## src/mcd_pkg.sv

```systemverilog
`default_nettype none
package mcd_pkg;
	// Instruction numbers of the basic motion commands
	localparam logic [7:0] OP_SPIN_POS = 8'h01;
	localparam logic [7:0] OP_SPIN_NEG = 8'h02;
	localparam logic [7:0] OP_SOFT_HALT = 8'h03;
	// Extended set, recognised only
	localparam logic [7:0] OP_AXP_WR_X = 8'h10;
	localparam logic [7:0] OP_ACCU_AXP_X = 8'h12;
	localparam logic [7:0] OP_ARITH_FIRST = 8'h28;
	localparam logic [7:0] OP_GOTO_ACCU_X = 8'h2f;
	localparam logic [7:0] OP_RESTART = 8'h30;
	localparam logic [7:0] OP_DEC_BRANCH = 8'h31;
	localparam logic [7:0] OP_SPIN_ACCU_FIRST = 8'h32;
	localparam logic [7:0] OP_HALT_BY_XREG = 8'h36;
	localparam logic [7:0] OP_IDX_VAR_LAST = 8'h39;
	localparam logic [7:0] OP_COND_CALL = 8'h50;
	// Reply status codes
	localparam logic [7:0] STAT_OK = 8'h64;
	localparam logic [7:0] STAT_BAD_SUM = 8'h01;
	localparam logic [7:0] STAT_BAD_CMD = 8'h02;
	localparam logic [7:0] STAT_BAD_TYPE = 8'h03;
	localparam logic [7:0] STAT_BAD_VALUE = 8'h04;
	localparam logic [7:0] STAT_NOT_DIRECT = 8'h06;
	// Register byte offsets
	localparam logic [7:0] ADDR_FRAME_HDR = 8'h00;
	localparam logic [7:0] ADDR_FRAME_VAL = 8'h04;
	localparam logic [7:0] ADDR_FRAME_SUM = 8'h08;
	localparam logic [7:0] ADDR_REPLY = 8'h0c;
	localparam logic [7:0] ADDR_MOD_ADDR = 8'h10;
	localparam logic [7:0] ADDR_ACCU = 8'h14;
	localparam logic [7:0] ADDR_AXIS_CTRL = 8'h20;
	localparam logic [7:0] ADDR_AXIS_VEL = 8'h30;
	localparam logic [7:0] ADDR_AXIS_SPEED = 8'h40;
	localparam logic [7:0] RST_MOD_ADDR = 8'h01;
	localparam logic [1:0] RESP_OKAY = 2'b00;
	localparam logic [1:0] RESP_SLVERR = 2'b10;

	typedef enum logic [1:0] {K_NONE, K_POS, K_NEG, K_HALT} mcd_kind_t;
	typedef enum logic [2:0] {S_IDLE = 3'b001, S_CHECK = 3'b010, S_WAIT = 3'b100} mcd_fsm_t;
	typedef enum logic [1:0] {P_IDLE = 2'b01, P_LOAD = 2'b10} mcd_phase_t;

	typedef struct packed {
		logic [7:0] addr;
		logic [7:0] instr;
		logic [7:0] ftype;
		logic [7:0] motor;
		logic [31:0] value;
		logic [7:0] sum;
	} mcd_frame_t;

	typedef struct packed {
		logic vel_mode;
		logic soft_halt;
		logic dir_pos;
		logic [31:0] target_speed;
		logic [31:0] target_vel;
	} mcd_axis_t;

	function automatic logic [7:0] frame_sum(input mcd_frame_t f);
		return 8'(f.addr + f.instr + f.ftype + f.motor + f.value[31:24]
			+ f.value[23:16] + f.value[15:8] + f.value[7:0]);
	endfunction : frame_sum

	function automatic logic is_extended(input logic [7:0] op);
		return (op >= OP_AXP_WR_X && op <= OP_ACCU_AXP_X)
			|| (op >= OP_ARITH_FIRST && op <= OP_IDX_VAR_LAST) || op == OP_COND_CALL;
	endfunction : is_extended
endpackage : mcd_pkg
`default_nettype wire

```

## src/mcd_axis.sv

```systemverilog
`timescale 1ns/100ps
`default_nettype none
module mcd_axis
	import mcd_pkg::*;
(
	// Clock and reset
	input wire logic aclk,
	input wire logic aresetn,
	// Command from the decoder
	input wire logic cmd_valid,
	input wire mcd_kind_t cmd_kind,
	input wire logic [31:0] cmd_value,
	// Axis parameters to the ramp generator
	output mcd_axis_t st,
	output logic done
);
	typedef struct packed {
		mcd_phase_t phase;
		mcd_kind_t kind;
		logic [31:0] value;
		mcd_axis_t st;
		logic done;
	} mcd_axis_reg_t;

	mcd_axis_reg_t s;
	mcd_axis_reg_t next_s;

	always_comb begin
		next_s = s;
		next_s.done = 1'b0;
		case (s.phase)
			P_IDLE: begin
				if (cmd_valid) begin
					next_s.kind = cmd_kind;
					next_s.value = cmd_value;
					// Mode switches one edge before any target is touched
					next_s.st.vel_mode = 1'b1;
					next_s.st.soft_halt = (cmd_kind == K_HALT);
					next_s.phase = P_LOAD;
				end
			end
			P_LOAD: begin
				case (s.kind)
					K_POS: begin
						// Value is steps per second, passed unscaled
						next_s.st.target_vel = s.value;
						next_s.st.dir_pos = 1'b1;
					end
					K_NEG: begin
						next_s.st.target_vel = 32'(-s.value);
						next_s.st.dir_pos = 1'b0;
					end
					K_HALT: begin
						// Ramp generator sees zero target and decelerates
						next_s.st.target_speed = 32'h0;
						next_s.st.target_vel = 32'h0;
					end
					default: ;
				endcase
				next_s.done = 1'b1;
				next_s.phase = P_IDLE;
			end
			default: next_s.phase = P_IDLE;
		endcase
	end

	always_ff @(posedge aclk) begin
		if (!aresetn) begin
			s <= '0;
			s.phase <= P_IDLE;
		end else begin
			s <= next_s;
		end
	end

	assign st = s.st;
	assign done = s.done;
endmodule : mcd_axis
`default_nettype wire

```

## src/mcd_decoder.sv

```systemverilog
`timescale 1ns/100ps
`default_nettype none
module mcd_decoder
	import mcd_pkg::*;
#(
	parameter int NUM_AXES = 3
) (
	// Clock and reset
	input wire logic aclk,
	input wire logic aresetn,
	// AXI4-Lite write
	input wire logic [7:0] awaddr,
	input wire logic awvalid,
	output logic awready,
	input wire logic [31:0] wdata,
	input wire logic [3:0] wstrb,
	input wire logic wvalid,
	output logic wready,
	output logic [1:0] bresp,
	output logic bvalid,
	input wire logic bready,
	// AXI4-Lite read
	input wire logic [7:0] araddr,
	input wire logic arvalid,
	output logic arready,
	output logic [31:0] rdata,
	output logic [1:0] rresp,
	output logic rvalid,
	input wire logic rready,
	// Axis parameters
	// A net, since each axis instance drives its own element
	output wire mcd_axis_t [NUM_AXES-1:0] axis_state
);
	typedef struct packed {
		mcd_fsm_t fsm;
		mcd_frame_t frame;
		logic [7:0] mod_addr;
		logic [31:0] accu;
		logic [7:0] rep_status;
		logic [7:0] rep_instr;
		logic rep_valid;
		logic [7:0] awaddr;
		logic aw_got;
		logic [31:0] wdata;
		logic [3:0] wstrb;
		logic w_got;
		logic awready;
		logic wready;
		logic bvalid;
		logic [1:0] bresp;
		logic arready;
		logic rvalid;
		logic [31:0] rdata;
		logic [1:0] rresp;
		logic [NUM_AXES-1:0] cmd_valid;
		mcd_kind_t cmd_kind;
		logic [31:0] cmd_value;
	} mcd_top_st_t;

	mcd_top_st_t s;
	mcd_top_st_t next_s;
	logic chk_ours;
	logic chk_exec;
	mcd_kind_t chk_kind;
	logic [7:0] chk_status;
	logic [NUM_AXES-1:0] ax_done;

	function automatic logic [31:0] wmerge(input logic [31:0] old, input logic [31:0] d,
			input logic [3:0] strb);
		logic [31:0] r;
		r = old;
		for (int b = 0; b < 4; b++) begin
			if (strb[b])
				r[8*b +: 8] = d[8*b +: 8];
		end
		return r;
	endfunction : wmerge

	function automatic logic [7:0] reg_addr(input logic [7:0] base, input int i);
		return 8'(base + 8'(4 * i));
	endfunction : reg_addr

	mcd_frame_check #(
		.NUM_AXES(NUM_AXES)
	) u_check (
		.frame(s.frame),
		.mod_addr(s.mod_addr),
		.ours(chk_ours),
		.exec(chk_exec),
		.kind(chk_kind),
		.status(chk_status)
	);

	for (genvar g = 0; g < NUM_AXES; g++) begin : g_axis
		mcd_axis u_axis (
			.aclk(aclk),
			.aresetn(aresetn),
			.cmd_valid(s.cmd_valid[g]),
			.cmd_kind(s.cmd_kind),
			.cmd_value(s.cmd_value),
			.st(axis_state[g]),
			.done(ax_done[g])
		);
	end

	////////////////////////////////////////////////////////////////////////////
	always_comb begin
		next_s = s;
		next_s.cmd_valid = '0;
		if (awvalid && s.awready) begin
			next_s.awaddr = awaddr;
			next_s.aw_got = 1'b1;
		end
		if (wvalid && s.wready) begin
			next_s.wdata = wdata;
			next_s.wstrb = wstrb;
			next_s.w_got = 1'b1;
		end
		if (s.bvalid && bready)
			next_s.bvalid = 1'b0;
		if (s.aw_got && s.w_got) begin
			next_s.aw_got = 1'b0;
			next_s.w_got = 1'b0;
			next_s.bvalid = 1'b1;
			next_s.bresp = RESP_OKAY;
			case (s.awaddr)
				// Frame bytes are frozen while a frame is being worked on
				ADDR_FRAME_HDR: begin
					if (s.fsm == S_IDLE)
						{next_s.frame.motor, next_s.frame.ftype, next_s.frame.instr,
							next_s.frame.addr} = wmerge({s.frame.motor, s.frame.ftype,
							s.frame.instr, s.frame.addr}, s.wdata, s.wstrb);
				end
				ADDR_FRAME_VAL: begin
					if (s.fsm == S_IDLE)
						next_s.frame.value = wmerge(s.frame.value, s.wdata, s.wstrb);
				end
				ADDR_FRAME_SUM: begin
					// The checksum byte completes the frame and launches it
					if (s.fsm == S_IDLE && s.wstrb[0]) begin
						next_s.frame.sum = s.wdata[7:0];
						next_s.fsm = S_CHECK;
					end
				end
				ADDR_MOD_ADDR: begin
					if (s.wstrb[0])
						next_s.mod_addr = s.wdata[7:0];
				end
				ADDR_ACCU: next_s.accu = wmerge(s.accu, s.wdata, s.wstrb);
				ADDR_REPLY: ;
				default: next_s.bresp = RESP_SLVERR;
			endcase
		end
		next_s.awready = !next_s.aw_got && !next_s.bvalid;
		next_s.wready = !next_s.w_got && !next_s.bvalid;

		////////////////////////////////////////////////////////////////////////
		if (s.rvalid && rready)
			next_s.rvalid = 1'b0;
		if (arvalid && s.arready) begin
			next_s.rvalid = 1'b1;
			next_s.rresp = RESP_OKAY;
			next_s.rdata = 32'h0;
			case (araddr)
				ADDR_FRAME_HDR: next_s.rdata = {s.frame.motor, s.frame.ftype,
					s.frame.instr, s.frame.addr};
				ADDR_FRAME_VAL: next_s.rdata = s.frame.value;
				ADDR_FRAME_SUM: next_s.rdata = {24'h0, s.frame.sum};
				ADDR_REPLY: begin
					next_s.rdata = {14'h0, (s.fsm != S_IDLE), s.rep_valid, s.rep_instr,
						s.rep_status};
					// Reading consumes the reply; a new one this cycle wins below
					next_s.rep_valid = 1'b0;
				end
				ADDR_MOD_ADDR: next_s.rdata = {24'h0, s.mod_addr};
				ADDR_ACCU: next_s.rdata = s.accu;
				default: begin
					next_s.rresp = RESP_SLVERR;
					for (int i = 0; i < NUM_AXES; i++) begin
						if (araddr == reg_addr(ADDR_AXIS_CTRL, i)) begin
							next_s.rresp = RESP_OKAY;
							next_s.rdata = {29'h0, axis_state[i].soft_halt,
								axis_state[i].dir_pos, axis_state[i].vel_mode};
						end
						if (araddr == reg_addr(ADDR_AXIS_VEL, i)) begin
							next_s.rresp = RESP_OKAY;
							next_s.rdata = axis_state[i].target_vel;
						end
						if (araddr == reg_addr(ADDR_AXIS_SPEED, i)) begin
							next_s.rresp = RESP_OKAY;
							next_s.rdata = axis_state[i].target_speed;
						end
					end
				end
			endcase
		end
		next_s.arready = !next_s.rvalid;

		////////////////////////////////////////////////////////////////////////
		// Host frames never touch the accumulator; only software writes do
		case (s.fsm)
			S_IDLE: ;
			S_CHECK: begin
				if (!chk_ours) begin
					// Frame for another module: dropped without reply
					next_s.fsm = S_IDLE;
				end else if (chk_exec) begin
					for (int i = 0; i < NUM_AXES; i++) begin
						if (s.frame.motor == 8'(i))
							next_s.cmd_valid[i] = 1'b1;
					end
					next_s.cmd_kind = chk_kind;
					next_s.cmd_value = s.frame.value;
					next_s.fsm = S_WAIT;
				end else begin
					next_s.rep_valid = 1'b1;
					next_s.rep_status = chk_status;
					next_s.rep_instr = s.frame.instr;
					next_s.fsm = S_IDLE;
				end
			end
			S_WAIT: begin
				if (|ax_done) begin
					next_s.rep_valid = 1'b1;
					next_s.rep_status = STAT_OK;
					next_s.rep_instr = s.frame.instr;
					next_s.fsm = S_IDLE;
				end
			end
			default: next_s.fsm = S_IDLE;
		endcase
	end

	always_ff @(posedge aclk) begin
		if (!aresetn) begin
			s <= '0;
			s.fsm <= S_IDLE;
			s.mod_addr <= RST_MOD_ADDR;
			s.awready <= 1'b1;
			s.wready <= 1'b1;
			s.arready <= 1'b1;
		end else begin
			s <= next_s;
		end
	end

	assign awready = s.awready;
	assign wready = s.wready;
	assign bvalid = s.bvalid;
	assign bresp = s.bresp;
	assign arready = s.arready;
	assign rvalid = s.rvalid;
	assign rdata = s.rdata;
	assign rresp = s.rresp;
endmodule : mcd_decoder
`default_nettype wire

```

## src/mcd_frame_check.sv

```systemverilog
`timescale 1ns/100ps
`default_nettype none
module mcd_frame_check
	import mcd_pkg::*;
#(
	parameter int NUM_AXES = 3
) (
	// Frame under test
	input wire mcd_frame_t frame,
	input wire logic [7:0] mod_addr,
	// Verdict
	output logic ours,
	output logic exec,
	output mcd_kind_t kind,
	output logic [7:0] status
);
	always_comb begin
		ours = (frame.addr == mod_addr);
		exec = 1'b0;
		status = STAT_OK;
		case (frame.instr)
			OP_SPIN_POS: kind = K_POS;
			OP_SPIN_NEG: kind = K_NEG;
			OP_SOFT_HALT: kind = K_HALT;
			default: kind = K_NONE;
		endcase
		if (frame_sum(frame) != frame.sum)
			status = STAT_BAD_SUM;
		else if (is_extended(frame.instr))
			status = STAT_NOT_DIRECT;
		else if (kind == K_NONE)
			status = STAT_BAD_CMD;
		else if (frame.ftype != 8'h00)
			status = STAT_BAD_TYPE;
		else if (frame.motor >= 8'(NUM_AXES))
			status = STAT_BAD_VALUE;
		else if (kind == K_HALT && frame.value != 32'h0)
			status = STAT_BAD_VALUE;
		else
			exec = 1'b1;
	end
endmodule : mcd_frame_check
`default_nettype wire

```

## config.mk

```make
export PLATFORM = sky130hd
export DESIGN_NAME = mcd_decoder
export DESIGN_NICKNAME = d
export VERILOG_FILES = /design/src/mcd_pkg.sv /design/src/mcd_axis.sv /design/src/mcd_decoder.sv /design/src/mcd_frame_check.sv
export SDC_FILE = /design/constraint.sdc
export NUM_CORES = 1
export LEC_CHECK = 0
export CAP_MARGIN = 20
export CORE_AREA = 2 2 204 206
export CTS_CLUSTER_DIAMETER = 40
export DETAILED_ROUTE_END_ITERATION = 7
export DIE_AREA = 0 0 206 208
export DONT_BUFFER_PORTS = 1
export PLACE_DENSITY = 0.8
export SLEW_MARGIN = 20
export SYNTH_ARGS = -nofsm -noshare
export SYNTH_HDL_FRONTEND = slang
export SYNTH_SLANG_ARGS = --single-unit
```

## constraint.sdc

```tcl
create_clock -name aclk -period 4.6 [get_ports aclk]
set_input_delay 0.46 -clock aclk [delete_from_list [all_inputs] [get_ports aclk]]
set_output_delay 0.46 -clock aclk [all_outputs]
set_load 0.05 [all_outputs]
```

==> flow_summary.toml <==
[setup_path]
end_kind = "flip-flop"
arrival_ns = 5.27
cp_max_fo = 6
path_class = "flip-flop to flip-flop"
rr_worst_depth = 17
reg2reg_slack_ns = -0.15
start_kind = "flip-flop"
cp.required_ns = 5.12
r2r_start = "s[215]"
r2r-end = "s[34]"

[grt]
antenna_found_initial = 3
grt_usage_pct = 37.5
grt.overflow.total = 0
grt_max_degree = 167
grt_pass1_vias = 19700
grt_pass1_wl_um = 122000

[layout]
final_area_um2 = 25600
nFillCells = 3364
nNetsFinal = 2879
final_common_cell = "dfxtp_1"
area_delta_synth_final_pct = 9.25
mostFrequentLayoutCells = "dfxtp_1 (464), nand2_1 (446), a21oi_1 (271)"
utilization_pct = 63.1
drive_gt1_share_pct = 9.11

[power]
p_seq_share_pct = 43.9
powerDensity_nw_per_um2 = 378
pwr-share-comb_pct = 4.8
leakagePower_nw = 9.82
p_sw_mw = 2.48
finalPower_mw = 9.65
clkPwrFrac_pct = 51.3
switching_share_pct = 25.7
ir_drop_mv = 0.295
intPower_mw = 7.17

[yosys]
synth_top_cells_by_area = "dfxtp_1 (40%), buf_4 (7.6%), nand2_1 (7.2%)"
ys.flop_type = "dfxtp_1"
async_flop_share_pct = 0
synth_area_per_cell_um2 = 8.10
yosysTopAreaCellShare_pct = 39.9
synth_edf_count = 0
yosys_warnings = 0
syn_area_um2 = 23400
synth_cell_types = 66
ys_seq_elements = 466
ys_seq_area_share_pct = 39.9
syn-instance-count = 2888
yosysTopAreaCell = "dfxtp_1"

[clock_network]
path_clk_slew_ns = 0.07
cts.htree.levels = 2
cts_root_buffer = "clkbuf_16"
numCtsBuffers = 61
clk_path_buf_depth = 3
cts_num_sinks = 466
clk_latency_ns = 0.63
cts_tree = "yes"

[status]
outcome = "finished, violations left"
violations = "negative setup slack"

[placed_design]
numPortBuffers = 0
dpl_cell_area_um2 = 22700
routabilityCongestion = 0.999
pre_cts_slack_ns = -0.0933
dpl.hpwl_um = 57800

[route]
vias = 21500
post_drt_via_cell_ratio = 6.43
dr.pass1.iters = 6
finalWirelength_um = 83000
ant_nets = 0
post-route-drc-count = 0
wl_per_cell_um = 24.8
drt_iter0_markers = 3183

[sta]
tns_ns = -3.40
rsz0062_at_grt = "true"
fmax_mhz = 211
setup_viol = 49
hold_violations = 0
min_period_over_period_pct = 103
worst_slew_pin_slew_ns = 1.15
slew_violations = 0
layout_min_cycle_time_ns = 4.75
fin_worst_skew_ns = 0.0282
worst_slack_ns = -0.150
slew_headroom_pct = 23.0

[die]
die_h_um = 208
fp-row-count = 74
initial_core_util_pct = 57.7
die_w_um = 206
dieArea_um2 = 42800
ioPinCount = 301
core_area_um2 = 40600

[hold_path]
hold_depth = 2
hp-start = "wdata[3]"
min_to = "s[86]"
hp-class = "primary input to flip-flop"

[job]
maxCapViolCount = 0
layout make-up:
cell class | count | area (µm²) | area share [%]
Timing Repair Buffer | 137 | 1340 | 5.22
Multi-Input combinational cell | 2018 | 11800 | 46.1
Antenna cell | 3 | 7.51 | 0.0294
Clock buffer | 75 | 1700 | 6.65
Inverter | 77 | 297 | 1.16
Tap cell | 532 | 666 | 2.60
Sequential cell | 466 | 9330 | 36.5
Clock inverter | 38 | 434 | 1.70
flip-flops by register name, summed over array words and instances (netlist names):
| register | flops |
|---|---|
| g_axis.u_axis.st | 105 |
| wready | 1 |
| awready | 1 |
| g_axis.u_axis.done | 3 |
| rresp | 1 |
| arready | 1 |
| rvalid | 1 |
| bresp | 1 |
| rdata | 32 |
| g_axis.u_axis.s | 108 |
| s | 211 |
| bvalid | 1 |
worst max-delay path, stage by stage (launching register included):
cell and delay [ns]:
dfxtp_2 0.33, fa_1 0.56, inv_2 0.05, fa_1 0.56, fa_1 0.44, fa_1 0.50
inv_1 0.04, ha_2 0.18, inv_2 0.06, fa_2 0.43, xnor2_1 0.16, nor4_2 0.20
nand4_1 0.22, nor4b_4 0.28, buf_4 0.18, buf_12 0.13, nand3_2 0.12, nor3_1 0.23
cells by family (layout without fill, tap and decap cells):
group | count (synthesis) | after routing | share of synthesized area, %
fa+ha+maj | 59 | 59 | 4.40
flops | 466 | 466 | 39.9
simple gates | 1029 | 1029 | 19.9
xor+xnor | 47 | 47 | 1.94
other cells | 1 | 101 | 0.0160
buf+inv | 501 | 327 | 11.9
compound gates | 704 | 704 | 18.6
mux | 81 | 81 | 3.46
routing by layer:
layer  vias up  share of wire, %  GRT usage [%]
met3       310                15           14.3
met1     10200                36           47.3
li1       9518                 -              -
met5         -             0.061              0
met4         4               6.0           20.3
met2      1504                42           54.9
synthesized netlist by cell type, types with 9 or more instances:
| cell | n |
|---|---|
| dfxtp_1 | 466 |
| nand3_1 | 110 |
| a22o_1 | 27 |
| nor3b_1 | 15 |
| and2_1 | 13 |
| or4_1 | 11 |
| a31oi_1 | 34 |
| or3_1 | 16 |
| a311oi_1 | 11 |
| ha_1 | 20 |
| nor3_1 | 91 |
| nand4_1 | 13 |
| fa_1 | 39 |
| xor2_1 | 21 |
| nand2_1 | 447 |
| nor4_1 | 32 |
| o21ai_0 | 170 |
| nand2b_1 | 15 |
| o311a_1 | 9 |
| o31ai_1 | 12 |
| a221oi_1 | 53 |
| inv_1 | 75 |
| xnor2_1 | 23 |
| nor2_1 | 211 |
| clkbuf_1 | 179 |
| a211oi_1 | 20 |
| buf_4 | 238 |
| a21o_1 | 11 |
| a22oi_1 | 26 |
| or2_2 | 10 |
| mux2i_1 | 81 |
| nor2b_1 | 12 |
| o211ai_1 | 16 |
| and3_1 | 14 |
| a21oi_1 | 272 |
through the flow:
stage / hold WS, ns / cells
floorplan: 0.431 / 2985
global placement: 0.439 / 3168
detailed placement: 0.450 / 3169
CTS: 0.000212 / 3330
global route: -0.00638 / 3343
finish: 0.0259 / 3346
power groups by stage:
stage | logic (mW) | registers, mW | clock network, mW
after floorplan | 0.524 | 4.22 | 0
after global placement | 0.397 | 4.33 | 0
after detailed placement | 0.404 | 4.33 | 0
after CTS | 0.446 | 4.24 | 4.94
after global routing | 0.488 | 4.24 | 5.12
final | 0.461 | 4.24 | 4.95
what timing repair did:
action	4_1_cts	5_1_grt
endpoints found under the setup margin	49	52
hold buffers	45	1
cloned	1	6
buffers inserted	2	4
pin swaps	4	6
gates resized for setup	14	31
hold endpoints to repair	86	1
worst max path at each step:
stage,from,to,cells after the start
after CTS,s[215],s[127],16
final,s[215],s[34],17
after floorplan,s[190],s[36],16
after global routing,s[215],s[34],17
after global placement,s[215],s[131],16
after detailed placement,s[190],s[125],16
Note: power is estimated with default switching activity, not from simulation.
